## src/common/preamble_pkg.sv

```systemverilog
// package for the receive preamble qualification block
package preamble_pkg;
    localparam int THRESH_W = 7;
    localparam logic [6:0] THRESH_RESET = 7'h14;
    localparam int PATTERN_W = 32;
    localparam logic [31:0] PATTERN_RESET = 32'hAAAAAAAA;
    localparam logic [5:0] PATTERN_LEN_RESET = 6'h10;
    localparam int ARRIVAL_BYTE_BITS = 8;
    localparam int ARRIVAL_AFC_BITS = 16;
    localparam logic [1:0] ARCH_FIXED_IF = 2'h0;
    localparam logic [1:0] ARCH_ZERO_IF = 2'h1;
    localparam logic [1:0] ARCH_SCALED_IF = 2'h2;

    typedef enum logic [1:0] {
        DET_TRADITIONAL,
        DET_NONSTANDARD,
        DET_ARRIVAL
    } detector_sel_t;

    typedef struct packed {
        logic [6:0] preambleThreshold;
    } standard_lead_in_settings_t;

    typedef struct packed {
        logic [5:0] patternLen;
        logic [5:0] repeatsNeeded;
        logic [31:0] pattern;
    } nonstandard_lead_in_settings_t;

    typedef struct packed {
        logic valid;
        logic bit_;
    } rx_bit_t;
endpackage

```

## src/rx_preamble_detector.sv

```systemverilog
// preamble qualification: alternation counter, pattern matcher, signal-arrival gate
//
// Contract
// - alternating-bit counter reaching threshold declares the standard preamble valid
// - sync search enable only asserts after a preamble is qualified
// - any detection, even false, starts remainder search; new preambles ignored meanwhile
// - threshold applies only to alternating pattern; nonstandard uses its own settings
// - arrival detector can declare a preamble within one byte
// - with frequency correction, arrival detection and one-shot correction within two bytes
// - arrival detector shares the jump detector; software may reconfigure it afterwards
// - traditional detector stays selectable beside the arrival detector
// - nonstandard type works for any pattern, alternating included
// - receive architecture selects fixed-, zero- or scaled-IF, fixed-IF after reset
`timescale 1ns/1ps
module rx_preamble_detector
    import preamble_pkg::*;
#(
    parameter int PAT_W = PATTERN_W
) (
    input wire logic mclk,
    input wire logic arst_n,
    input wire rx_bit_t rxBit,
    input wire logic jumpDetected,
    input wire detector_sel_t detectorSel,
    input wire standard_lead_in_settings_t standardLeadInSettings,
    input wire nonstandard_lead_in_settings_t nonstandardLeadInSettings,
    input wire logic afcEnable,
    input wire logic [1:0] rxArchSel,
    input wire logic remainderDone,
    output logic preambleValid,
    output logic preambleDetectPulse,
    output logic syncSearchEnable,
    output logic afcOneShot,
    output logic [1:0] rxArchitecture
);
    logic prevBit_reg;
    logic havePrev_reg;
    logic [6:0] altCount_reg;
    logic [6:0] altCount_next;
    logic [PAT_W-1:0] shift_reg;
    logic [5:0] bitsSeen_reg;
    logic [5:0] repeatCount_reg;
    logic [4:0] arrivalBits_reg;
    logic arrivalArmed_reg;
    logic searching_reg;

    // the alternation check compares against the last bit only
    wire logic alternates = havePrev_reg && (rxBit.bit_ != prevBit_reg);
    wire logic [6:0] threshold = standardLeadInSettings.preambleThreshold;
    assign altCount_next = alternates ?
        ((altCount_reg == 7'h7F) ? altCount_reg : altCount_reg + 7'h01) : 7'h00;
    // the threshold counts bits of the run, so the bit that opens the run counts too
    wire logic [7:0] runLen = {1'b0, altCount_next} + 8'h01;

    // standard hit: the run reaches the threshold on this bit
    wire logic stdHit = rxBit.valid && (detectorSel == DET_TRADITIONAL)
        && (threshold != 7'h00) && (runLen >= {1'b0, threshold});

    // nonstandard: compare the newest patternLen bits against the expected pattern
    wire logic [PAT_W-1:0] shifted = {shift_reg[PAT_W-2:0], rxBit.bit_};
    wire logic [PAT_W-1:0] patMask;
    for (genvar g = 0; g < PAT_W; g++) begin : g_mask
        assign patMask[g] = (g < int'(nonstandardLeadInSettings.patternLen));
    end
    wire logic [PAT_W-1:0] expected = PAT_W'(nonstandardLeadInSettings.pattern);
    wire logic patMatch = ((shifted ^ expected) & patMask) == '0;
    wire logic [5:0] bitsSeenInc = (bitsSeen_reg == 6'h3F) ? bitsSeen_reg : bitsSeen_reg + 6'h01;
    wire logic patWindowFull = (bitsSeenInc >= nonstandardLeadInSettings.patternLen);
    wire logic patBoundary = patWindowFull && patMatch;
    // saturate so a long idle stretch in another mode cannot wrap back to a small count
    wire logic [5:0] repeatInc = (repeatCount_reg == 6'h3F) ? repeatCount_reg
        : repeatCount_reg + 6'h01;
    // any pattern, alternating included, is accepted here
    wire logic nstdHit = rxBit.valid && (detectorSel == DET_NONSTANDARD) && patBoundary
        && (repeatInc >= nonstandardLeadInSettings.repeatsNeeded);

    // arrival: jump seen, then one byte (two with frequency correction) of bits
    wire logic [4:0] arrivalNeed = afcEnable ? 5'(ARRIVAL_AFC_BITS) : 5'(ARRIVAL_BYTE_BITS);
    wire logic [4:0] arrivalBitsInc = (arrivalBits_reg == 5'h1F) ? arrivalBits_reg
        : arrivalBits_reg + 5'h01;
    wire logic arrivalHit = rxBit.valid && (detectorSel == DET_ARRIVAL) && arrivalArmed_reg
        && (arrivalBitsInc >= arrivalNeed);

    // while searching for the rest of a packet, fresh detections are not taken
    wire logic detect = !searching_reg && (stdHit || nstdHit || arrivalHit);

    always_ff @(posedge mclk or negedge arst_n) begin
        if (!arst_n) begin
            prevBit_reg <= 1'b0;
            havePrev_reg <= 1'b0;
            altCount_reg <= 7'h00;
        end else if (detect || searching_reg) begin
            havePrev_reg <= 1'b0;
            altCount_reg <= 7'h00;
        end else if (rxBit.valid) begin
            prevBit_reg <= rxBit.bit_;
            havePrev_reg <= 1'b1;
            altCount_reg <= altCount_next;
        end
    end

    always_ff @(posedge mclk or negedge arst_n) begin
        if (!arst_n) begin
            shift_reg <= '0;
            bitsSeen_reg <= 6'h00;
            repeatCount_reg <= 6'h00;
        end else if (detect || searching_reg) begin
            bitsSeen_reg <= 6'h00;
            repeatCount_reg <= 6'h00;
        end else if (rxBit.valid) begin
            shift_reg <= shifted;
            if (patBoundary) begin
                bitsSeen_reg <= 6'h00;
                repeatCount_reg <= repeatInc;
            end else begin
                bitsSeen_reg <= bitsSeenInc;
                if (patWindowFull) begin
                    repeatCount_reg <= 6'h00;
                end
            end
        end
    end

    always_ff @(posedge mclk or negedge arst_n) begin
        if (!arst_n) begin
            arrivalArmed_reg <= 1'b0;
            arrivalBits_reg <= 5'h00;
        end else if (detect || searching_reg) begin
            arrivalArmed_reg <= 1'b0;
            arrivalBits_reg <= 5'h00;
        end else if (jumpDetected) begin
            arrivalArmed_reg <= 1'b1;
            arrivalBits_reg <= 5'h00;
        end else if (rxBit.valid && arrivalArmed_reg) begin
            arrivalBits_reg <= arrivalBitsInc;
        end
    end

    always_ff @(posedge mclk or negedge arst_n) begin
        if (!arst_n) begin
            searching_reg <= 1'b0;
            preambleValid <= 1'b0;
            preambleDetectPulse <= 1'b0;
            syncSearchEnable <= 1'b0;
            afcOneShot <= 1'b0;
        end else begin
            preambleDetectPulse <= detect;
            afcOneShot <= detect && afcEnable;
            if (detect) begin
                searching_reg <= 1'b1;
                preambleValid <= 1'b1;
                syncSearchEnable <= 1'b1;
            end else if (remainderDone) begin
                searching_reg <= 1'b0;
                preambleValid <= 1'b0;
                syncSearchEnable <= 1'b0;
            end
        end
    end

    // reserved code falls back to fixed-IF
    wire logic [1:0] archNext = (rxArchSel == 2'h3) ? ARCH_FIXED_IF : rxArchSel;
    always_ff @(posedge mclk or negedge arst_n) begin
        if (!arst_n) begin
            rxArchitecture <= ARCH_FIXED_IF;
        end else begin
            rxArchitecture <= archNext;
        end
    end

    // ---- checks
    property p_sync_needs_detect;
        @(posedge mclk) disable iff (!arst_n)
        $rose(syncSearchEnable) |-> $past(detect);
    endproperty
    a_sync_needs_detect: assert property (p_sync_needs_detect) else $error("sync search without preamble");

    property p_std_threshold;
        @(posedge mclk) disable iff (!arst_n)
        (stdHit && !searching_reg) |=> preambleValid && preambleDetectPulse;
    endproperty
    a_std_threshold: assert property (p_std_threshold) else $error("threshold reached, no detect");

    property p_no_early_std;
        @(posedge mclk) disable iff (!arst_n)
        (detectorSel == DET_TRADITIONAL && rxBit.valid && !searching_reg
            && runLen < {1'b0, threshold}) |=> !preambleDetectPulse;
    endproperty
    a_no_early_std: assert property (p_no_early_std) else $error("detect below threshold");

    property p_restart;
        @(posedge mclk) disable iff (!arst_n)
        (rxBit.valid && havePrev_reg && rxBit.bit_ == prevBit_reg) |=> altCount_reg == 7'h00;
    endproperty
    a_restart: assert property (p_restart) else $error("counter kept on repeated bit");

    property p_hold_search;
        @(posedge mclk) disable iff (!arst_n)
        (searching_reg && !remainderDone) |=> searching_reg && !preambleDetectPulse;
    endproperty
    a_hold_search: assert property (p_hold_search) else $error("search dropped or redetected");

    property p_arrival_byte;
        @(posedge mclk) disable iff (!arst_n)
        (detectorSel == DET_ARRIVAL && !afcEnable && arrivalArmed_reg && rxBit.valid
            && arrivalBits_reg == 5'h07 && !searching_reg) |=> preambleDetectPulse;
    endproperty
    a_arrival_byte: assert property (p_arrival_byte) else $error("arrival not within a byte");

    property p_afc_shot;
        @(posedge mclk) disable iff (!arst_n)
        preambleDetectPulse |-> (afcOneShot == $past(afcEnable));
    endproperty
    a_afc_shot: assert property (p_afc_shot) else $error("one-shot correction mismatch");

    property p_arch;
        @(posedge mclk) disable iff (!arst_n)
        (rxArchSel != 2'h3) |=> rxArchitecture == $past(rxArchSel);
    endproperty
    a_arch: assert property (p_arch) else $error("architecture not applied");

    property p_pulse_one;
        @(posedge mclk) disable iff (!arst_n)
        preambleDetectPulse |=> !preambleDetectPulse;
    endproperty
    a_pulse_one: assert property (p_pulse_one) else $error("detect pulse too long");

    // search window: outputs rise with the detect pulse and drop on remainderDone
    property p_pulse_sets_valid;
        @(posedge mclk) disable iff (!arst_n)
        preambleDetectPulse |-> preambleValid && syncSearchEnable;
    endproperty
    a_pulse_sets_valid: assert property (p_pulse_sets_valid) else $error("pulse without valid");

    property p_search_ends;
        @(posedge mclk) disable iff (!arst_n)
        (searching_reg && remainderDone) |=> !preambleValid && !syncSearchEnable;
    endproperty
    a_search_ends: assert property (p_search_ends) else $error("search not ended");

    property p_refused;
        @(posedge mclk) disable iff (!arst_n)
        searching_reg |=> !havePrev_reg && altCount_reg == 7'h00 && bitsSeen_reg == 6'h00
            && !arrivalArmed_reg;
    endproperty
    a_refused: assert property (p_refused) else $error("counting while searching");

    property p_threshold_zero;
        @(posedge mclk) disable iff (!arst_n)
        (detectorSel == DET_TRADITIONAL && threshold == 7'h00) |=> !preambleDetectPulse;
    endproperty
    a_threshold_zero: assert property (p_threshold_zero) else $error("detect at zero threshold");

    // pattern matcher ignores the alternation threshold
    property p_nstd_hit;
        @(posedge mclk) disable iff (!arst_n)
        (nstdHit && !searching_reg) |=> preambleDetectPulse;
    endproperty
    a_nstd_hit: assert property (p_nstd_hit) else $error("pattern matched, no detect");

    property p_nstd_boundary;
        @(posedge mclk) disable iff (!arst_n)
        (detectorSel == DET_NONSTANDARD && !patBoundary) |=> !preambleDetectPulse;
    endproperty
    a_nstd_boundary: assert property (p_nstd_boundary) else $error("pattern detect off boundary");

    property p_arrival_afc;
        @(posedge mclk) disable iff (!arst_n)
        (detectorSel == DET_ARRIVAL && afcEnable && arrivalArmed_reg && rxBit.valid
            && arrivalBits_reg == 5'h0F && !searching_reg) |=> preambleDetectPulse;
    endproperty
    a_arrival_afc: assert property (p_arrival_afc) else $error("arrival not within two bytes");

    property p_arrival_early;
        @(posedge mclk) disable iff (!arst_n)
        (detectorSel == DET_ARRIVAL && arrivalBitsInc < arrivalNeed) |=> !preambleDetectPulse;
    endproperty
    a_arrival_early: assert property (p_arrival_early) else $error("arrival detect too early");

    property p_arrival_armed;
        @(posedge mclk) disable iff (!arst_n)
        (detectorSel == DET_ARRIVAL && !arrivalArmed_reg) |=> !preambleDetectPulse;
    endproperty
    a_arrival_armed: assert property (p_arrival_armed) else $error("arrival without jump");

    property p_shot_in_pulse;
        @(posedge mclk) disable iff (!arst_n)
        afcOneShot |-> preambleDetectPulse;
    endproperty
    a_shot_in_pulse: assert property (p_shot_in_pulse) else $error("one-shot without detect");

    property p_arch_reserved;
        @(posedge mclk) disable iff (!arst_n)
        (rxArchSel == 2'h3) |=> rxArchitecture == ARCH_FIXED_IF;
    endproperty
    a_arch_reserved: assert property (p_arch_reserved) else $error("reserved code not fixed-IF");

    c_std: cover property (@(posedge mclk) disable iff (!arst_n)
        preambleDetectPulse && detectorSel == DET_TRADITIONAL);
    c_nstd: cover property (@(posedge mclk) disable iff (!arst_n)
        preambleDetectPulse && detectorSel == DET_NONSTANDARD);
    c_arr: cover property (@(posedge mclk) disable iff (!arst_n)
        preambleDetectPulse && detectorSel == DET_ARRIVAL && afcEnable);
    c_end: cover property (@(posedge mclk) disable iff (!arst_n)
        searching_reg && remainderDone);
endmodule

```

## config.mk

```make
export PLATFORM = sky130hd
export DESIGN_NAME = rx_preamble_detector
export DESIGN_NICKNAME = d
export VERILOG_FILES = /design/src/common/preamble_pkg.sv /design/src/rx_preamble_detector.sv
export SDC_FILE = /design/constraint.sdc
export NUM_CORES = 1
export LEC_CHECK = 0
export BUFFER_PORTS_ARGS = -buffer_cell sky130_fd_sc_hd__buf_2
export CAP_MARGIN = 20
export CORE_MARGIN = 3
export CORE_UTILIZATION = 55
export DETAILED_ROUTE_END_ITERATION = 6
export GPL_ROUTABILITY_DRIVEN = 0
export GPL_TIMING_DRIVEN = 0
export PLACE_DENSITY = 0.79
export SLEW_MARGIN = 20
export SYNTH_ARGS = -nofsm -noshare
export SYNTH_HDL_FRONTEND = slang
export SYNTH_SLANG_ARGS = --single-unit
```

## constraint.sdc

```tcl
create_clock -name mclk -period 4.66 [get_ports mclk]
set_input_delay 0.466 -clock mclk [delete_from_list [all_inputs] [get_ports mclk]]
set_output_delay 0.466 -clock mclk [all_outputs]
set_load 0.01 [all_outputs]
```

==> key figures <==
STA
  – Final setup vio count: 0
  – Setup ws final: 409 ps
  – Period utilization: 0.912
  – Worst slew margin: 0.488
  – Slew @ Worst Pin: 757 ps
  – Clock skew: 11.3 ps
  – Minimum clock period: 4250 ps
  – Final hold vios: 0
  – Setup_tns: 0 ps
  – Min Hold Slack: 4.49 ps
  – Achievable Freq: 235 MHz
  – Slew Viols, Final: 0
  – RSZ-0062 raised after global routing: no

Drt
  – DR vias/cell: 5.86
  – DRC errors left: 0
  – Final wirelength: 10500 µm
  – Pre-antenna DRT Iters: 5
  – Via count: 3808
  – Routed Antenna Nets: 0
  – Initial DRC Count: 225
  – WL/cell: 16.2 µm

Die
  – FP Rows: 32
  – Die Width: 97.2 µm
  – Die ar.: 9450 µm²
  – Starting Density: 0.580
  – I/O pin total: 68
  – Area of the core: 7890 µm²
  – Die Ht: 97.2 µm

Logic synthesis
  – Synthesized area per cell: 9.82 µm²
  – Syn_nets: 554
  – Share of async-settable or async-resettable flops after synthesis: 1.00
  – Library cells used by synthesis: 70
  – Synth area leaders: dfrtp_1 (34%), mux2_4 (9.8%), ha_1 (7.1%)
  – Largest area contributor in the netlist: dfrtp_1
  – Post-synth EDFFs: 0
  – Synthesized cell area: 4570 µm²
  – Post-synth top area share: 0.339
  – Sequential-to-total area share from yosys stat: 0.339
  – #FFs+latches synth: 62
  – Most common flop cell mapped by yosys: dfrtp_1
  – Ys Warns: 0
  – Cells after Synth: 466

Clocking
  – H-tree depth: 3
  – Hold-fix buffers at CTS: 0
  – TritonCTS Buffers: 9
  – Worst skew pair latency: 350 ps
  – CTS tree: built
  – Maximum clock insertion buffer count: 2
  – CTS Root Cell: clkbuf_8
  – CTS Sinks: 62
  – Clk slew on worst S/H paths: 70 ps

Placement
  – Post-DP HPWL: 8010 µm
  – PortBufs: 64
  – Setup WS pre-CTS: 49.9 ps

Cells and area
  – Proportion of layout cells with a drive suffix above 1: 0.261
  – Fin nets: 631
  – Diodes inserted: 0
  – Fill cell count: 628
  – Synthesis-to-layout area growth: 14.6%
  – Most common cell after layout, fill and taps aside: buf_2
  – Max FFs per register: 31
  – Most frequent cells in the layout: buf_2 (69), dfrtp_1 (60), nand2_1 (31), mux2_4 (30), nor2_1 (29)

Worst setup path
  – Crit end category: flop
  – Crit path kind: flop to flop
  – Critical path's slowest cell: dfrtp_2
  – CP Cell Sequence: ha_1, buf_4, and4_1, nand3_2, mux2i_1, nor2_1, ha_1, nand2_1, nor3_1, xor2_1, ha_1, a2111oi_1, o21ai_1, a221oi_2, nand3_1, a21oi_4, buf_6, mux2_4
  – Worst endpoint data arrival time: 4480 ps
  – Most used cell, CP: ha_1
  – Crit path launch type: flop
  – Crit Path Max Fanout: 10
  – Critical path buffers and inverters: 2
  – WP data required: 4890 ps
  – Crit path largest cell delay: 460 ps
  – Family with the most delay on the worst path: compound AO/OA/AOI/OAI gates

Outcome
  – Status: finished clean

Global routing
  – Grt ovf: 0
  – Total Routing Usage GR: 0.227
  – First-pass GRT wire length: 17600 µm
  – Vias in the first global route: 3701
  – Antenna violations before repair: 0
  – Largest net degree at the start of global routing: 40

Power and ir drop
  – Leak: 0.00247 µW
  – Peak supply drop: 0.322 mV
  – Pwr/cell area: 416 nW/µm²

Hold path
  – Worst min path class: primary input to async pin

Flow run
  – Max cap viols: 0
area by class of cell:
type / instances / area [µm²] / area share
Multi-Input combinational cell: 359 / 2810 / 0.536
Sequential cell: 62 / 1550 / 0.296
Timing Repair Buffer: 66 / 350 / 0.0668
Buffer: 20 / 139 / 0.0265
Clock buffer: 10 / 128 / 0.0243
Tap cell: 102 / 128 / 0.0243
Inverter: 25 / 93.8 / 0.0179
Clock inverter: 6 / 38.8 / 0.00740
power by group:
part	switching (µW)	internal [µW]	total (µW)	leakage, µW
Clock	223	191	413	0.0000820
Combinational	417	496	913	0.00158
Sequential	164	690	854	0.000808
Total	803	1380	2180	0.00247
synthesized netlist by cell type (3+ instances only):
library cell  number
a21oi_1           23
inv_1             24
nand3_1           15
ha_1              26
nand2_1           31
o21ai_0           15
xnor2_1           28
or4_1              3
buf_2              6
mux2_4            30
nor2b_1            4
a21o_1             3
nor2_1            29
clkbuf_1           5
nand4_1            8
a31oi_1            7
dfrtp_1           62
mux2i_1            7
nand4b_1           3
buf_6              6
buf_4              3
a211oi_1           4
and2_1             7
o211ai_1           4
nand2b_1           5
xor2_1            16
o2bb2ai_1          4
and3_1             9
a2111oi_0          5
o22ai_1            4
nor3_1            13
o21a_1             7
timing repair:
action | CTS | global route
resized for setup | 0 | 7
buffers inserted | 0 | 1
setup endpoints to repair | 0 | 51
layer usage:
metal	wire (µm)	global-route usage	part of all wire	vias up
met2	4910	0.366	0.47	147
met1	4680	0.293	0.44	1786
met3	692	0.0538	0.066	19
met4	263	0.0929	0.025	0
li1	-	-	-	1856
met5	0	0	0	-
path summary, 6_finish.rpt:
check | slack, ps | start | depth (start not counted) | endpoint
hold / removal | 4 | arst_n | 1 | repeatCount_reg[2]
setup / recovery | 410 | altCount_reg[0] | 18 | shift_reg[0]
max in group asynchronous | 4130 | arst_n | 2 | altCount_reg[1]
setup reg to reg | 410 | altCount_reg[0] | 18 | shift_reg[0]
min in group mclk | 270 | rxArchSel[0] | 2 | rxArchitecture[1]
hold reg to reg | 540 | shift_reg[29] | 1 | shift_reg[30]
kinds of logic (layout without fill, tap and decap cells):
| group | Yosys count | in the layout | share of synthesized area |
|---|---|---|---|
| AOI/OAI and AO/OA | 104 | 104 | 0.163 |
| xor gates and xnor gates | 44 | 44 | 0.0842 |
| adders and majority gates | 26 | 26 | 0.0711 |
| buffers and inverters | 45 | 127 | 0.0509 |
| DFF | 62 | 62 | 0.339 |
| muxes | 39 | 39 | 0.119 |
| and+or+nand+nor | 146 | 146 | 0.173 |
stage by stage:
| step | std cells | utilization | power [µW] | area (µm²) |
|---|---|---|---|---|
| CTS | 649 | 0.661 | 2180 | 5210 |
| finish | 650 | 0.664 | 2180 | 5240 |
| global route | 650 | 0.664 | 2320 | 5240 |
| detailed placement | 633 | 0.640 | 1750 | 5040 |
| global placement | 632 | 0.637 | 1710 | 5020 |
| floorplan | 466 | - | 1530 | 4570 |
Note: power is estimated with default switching activity, not from simulation.
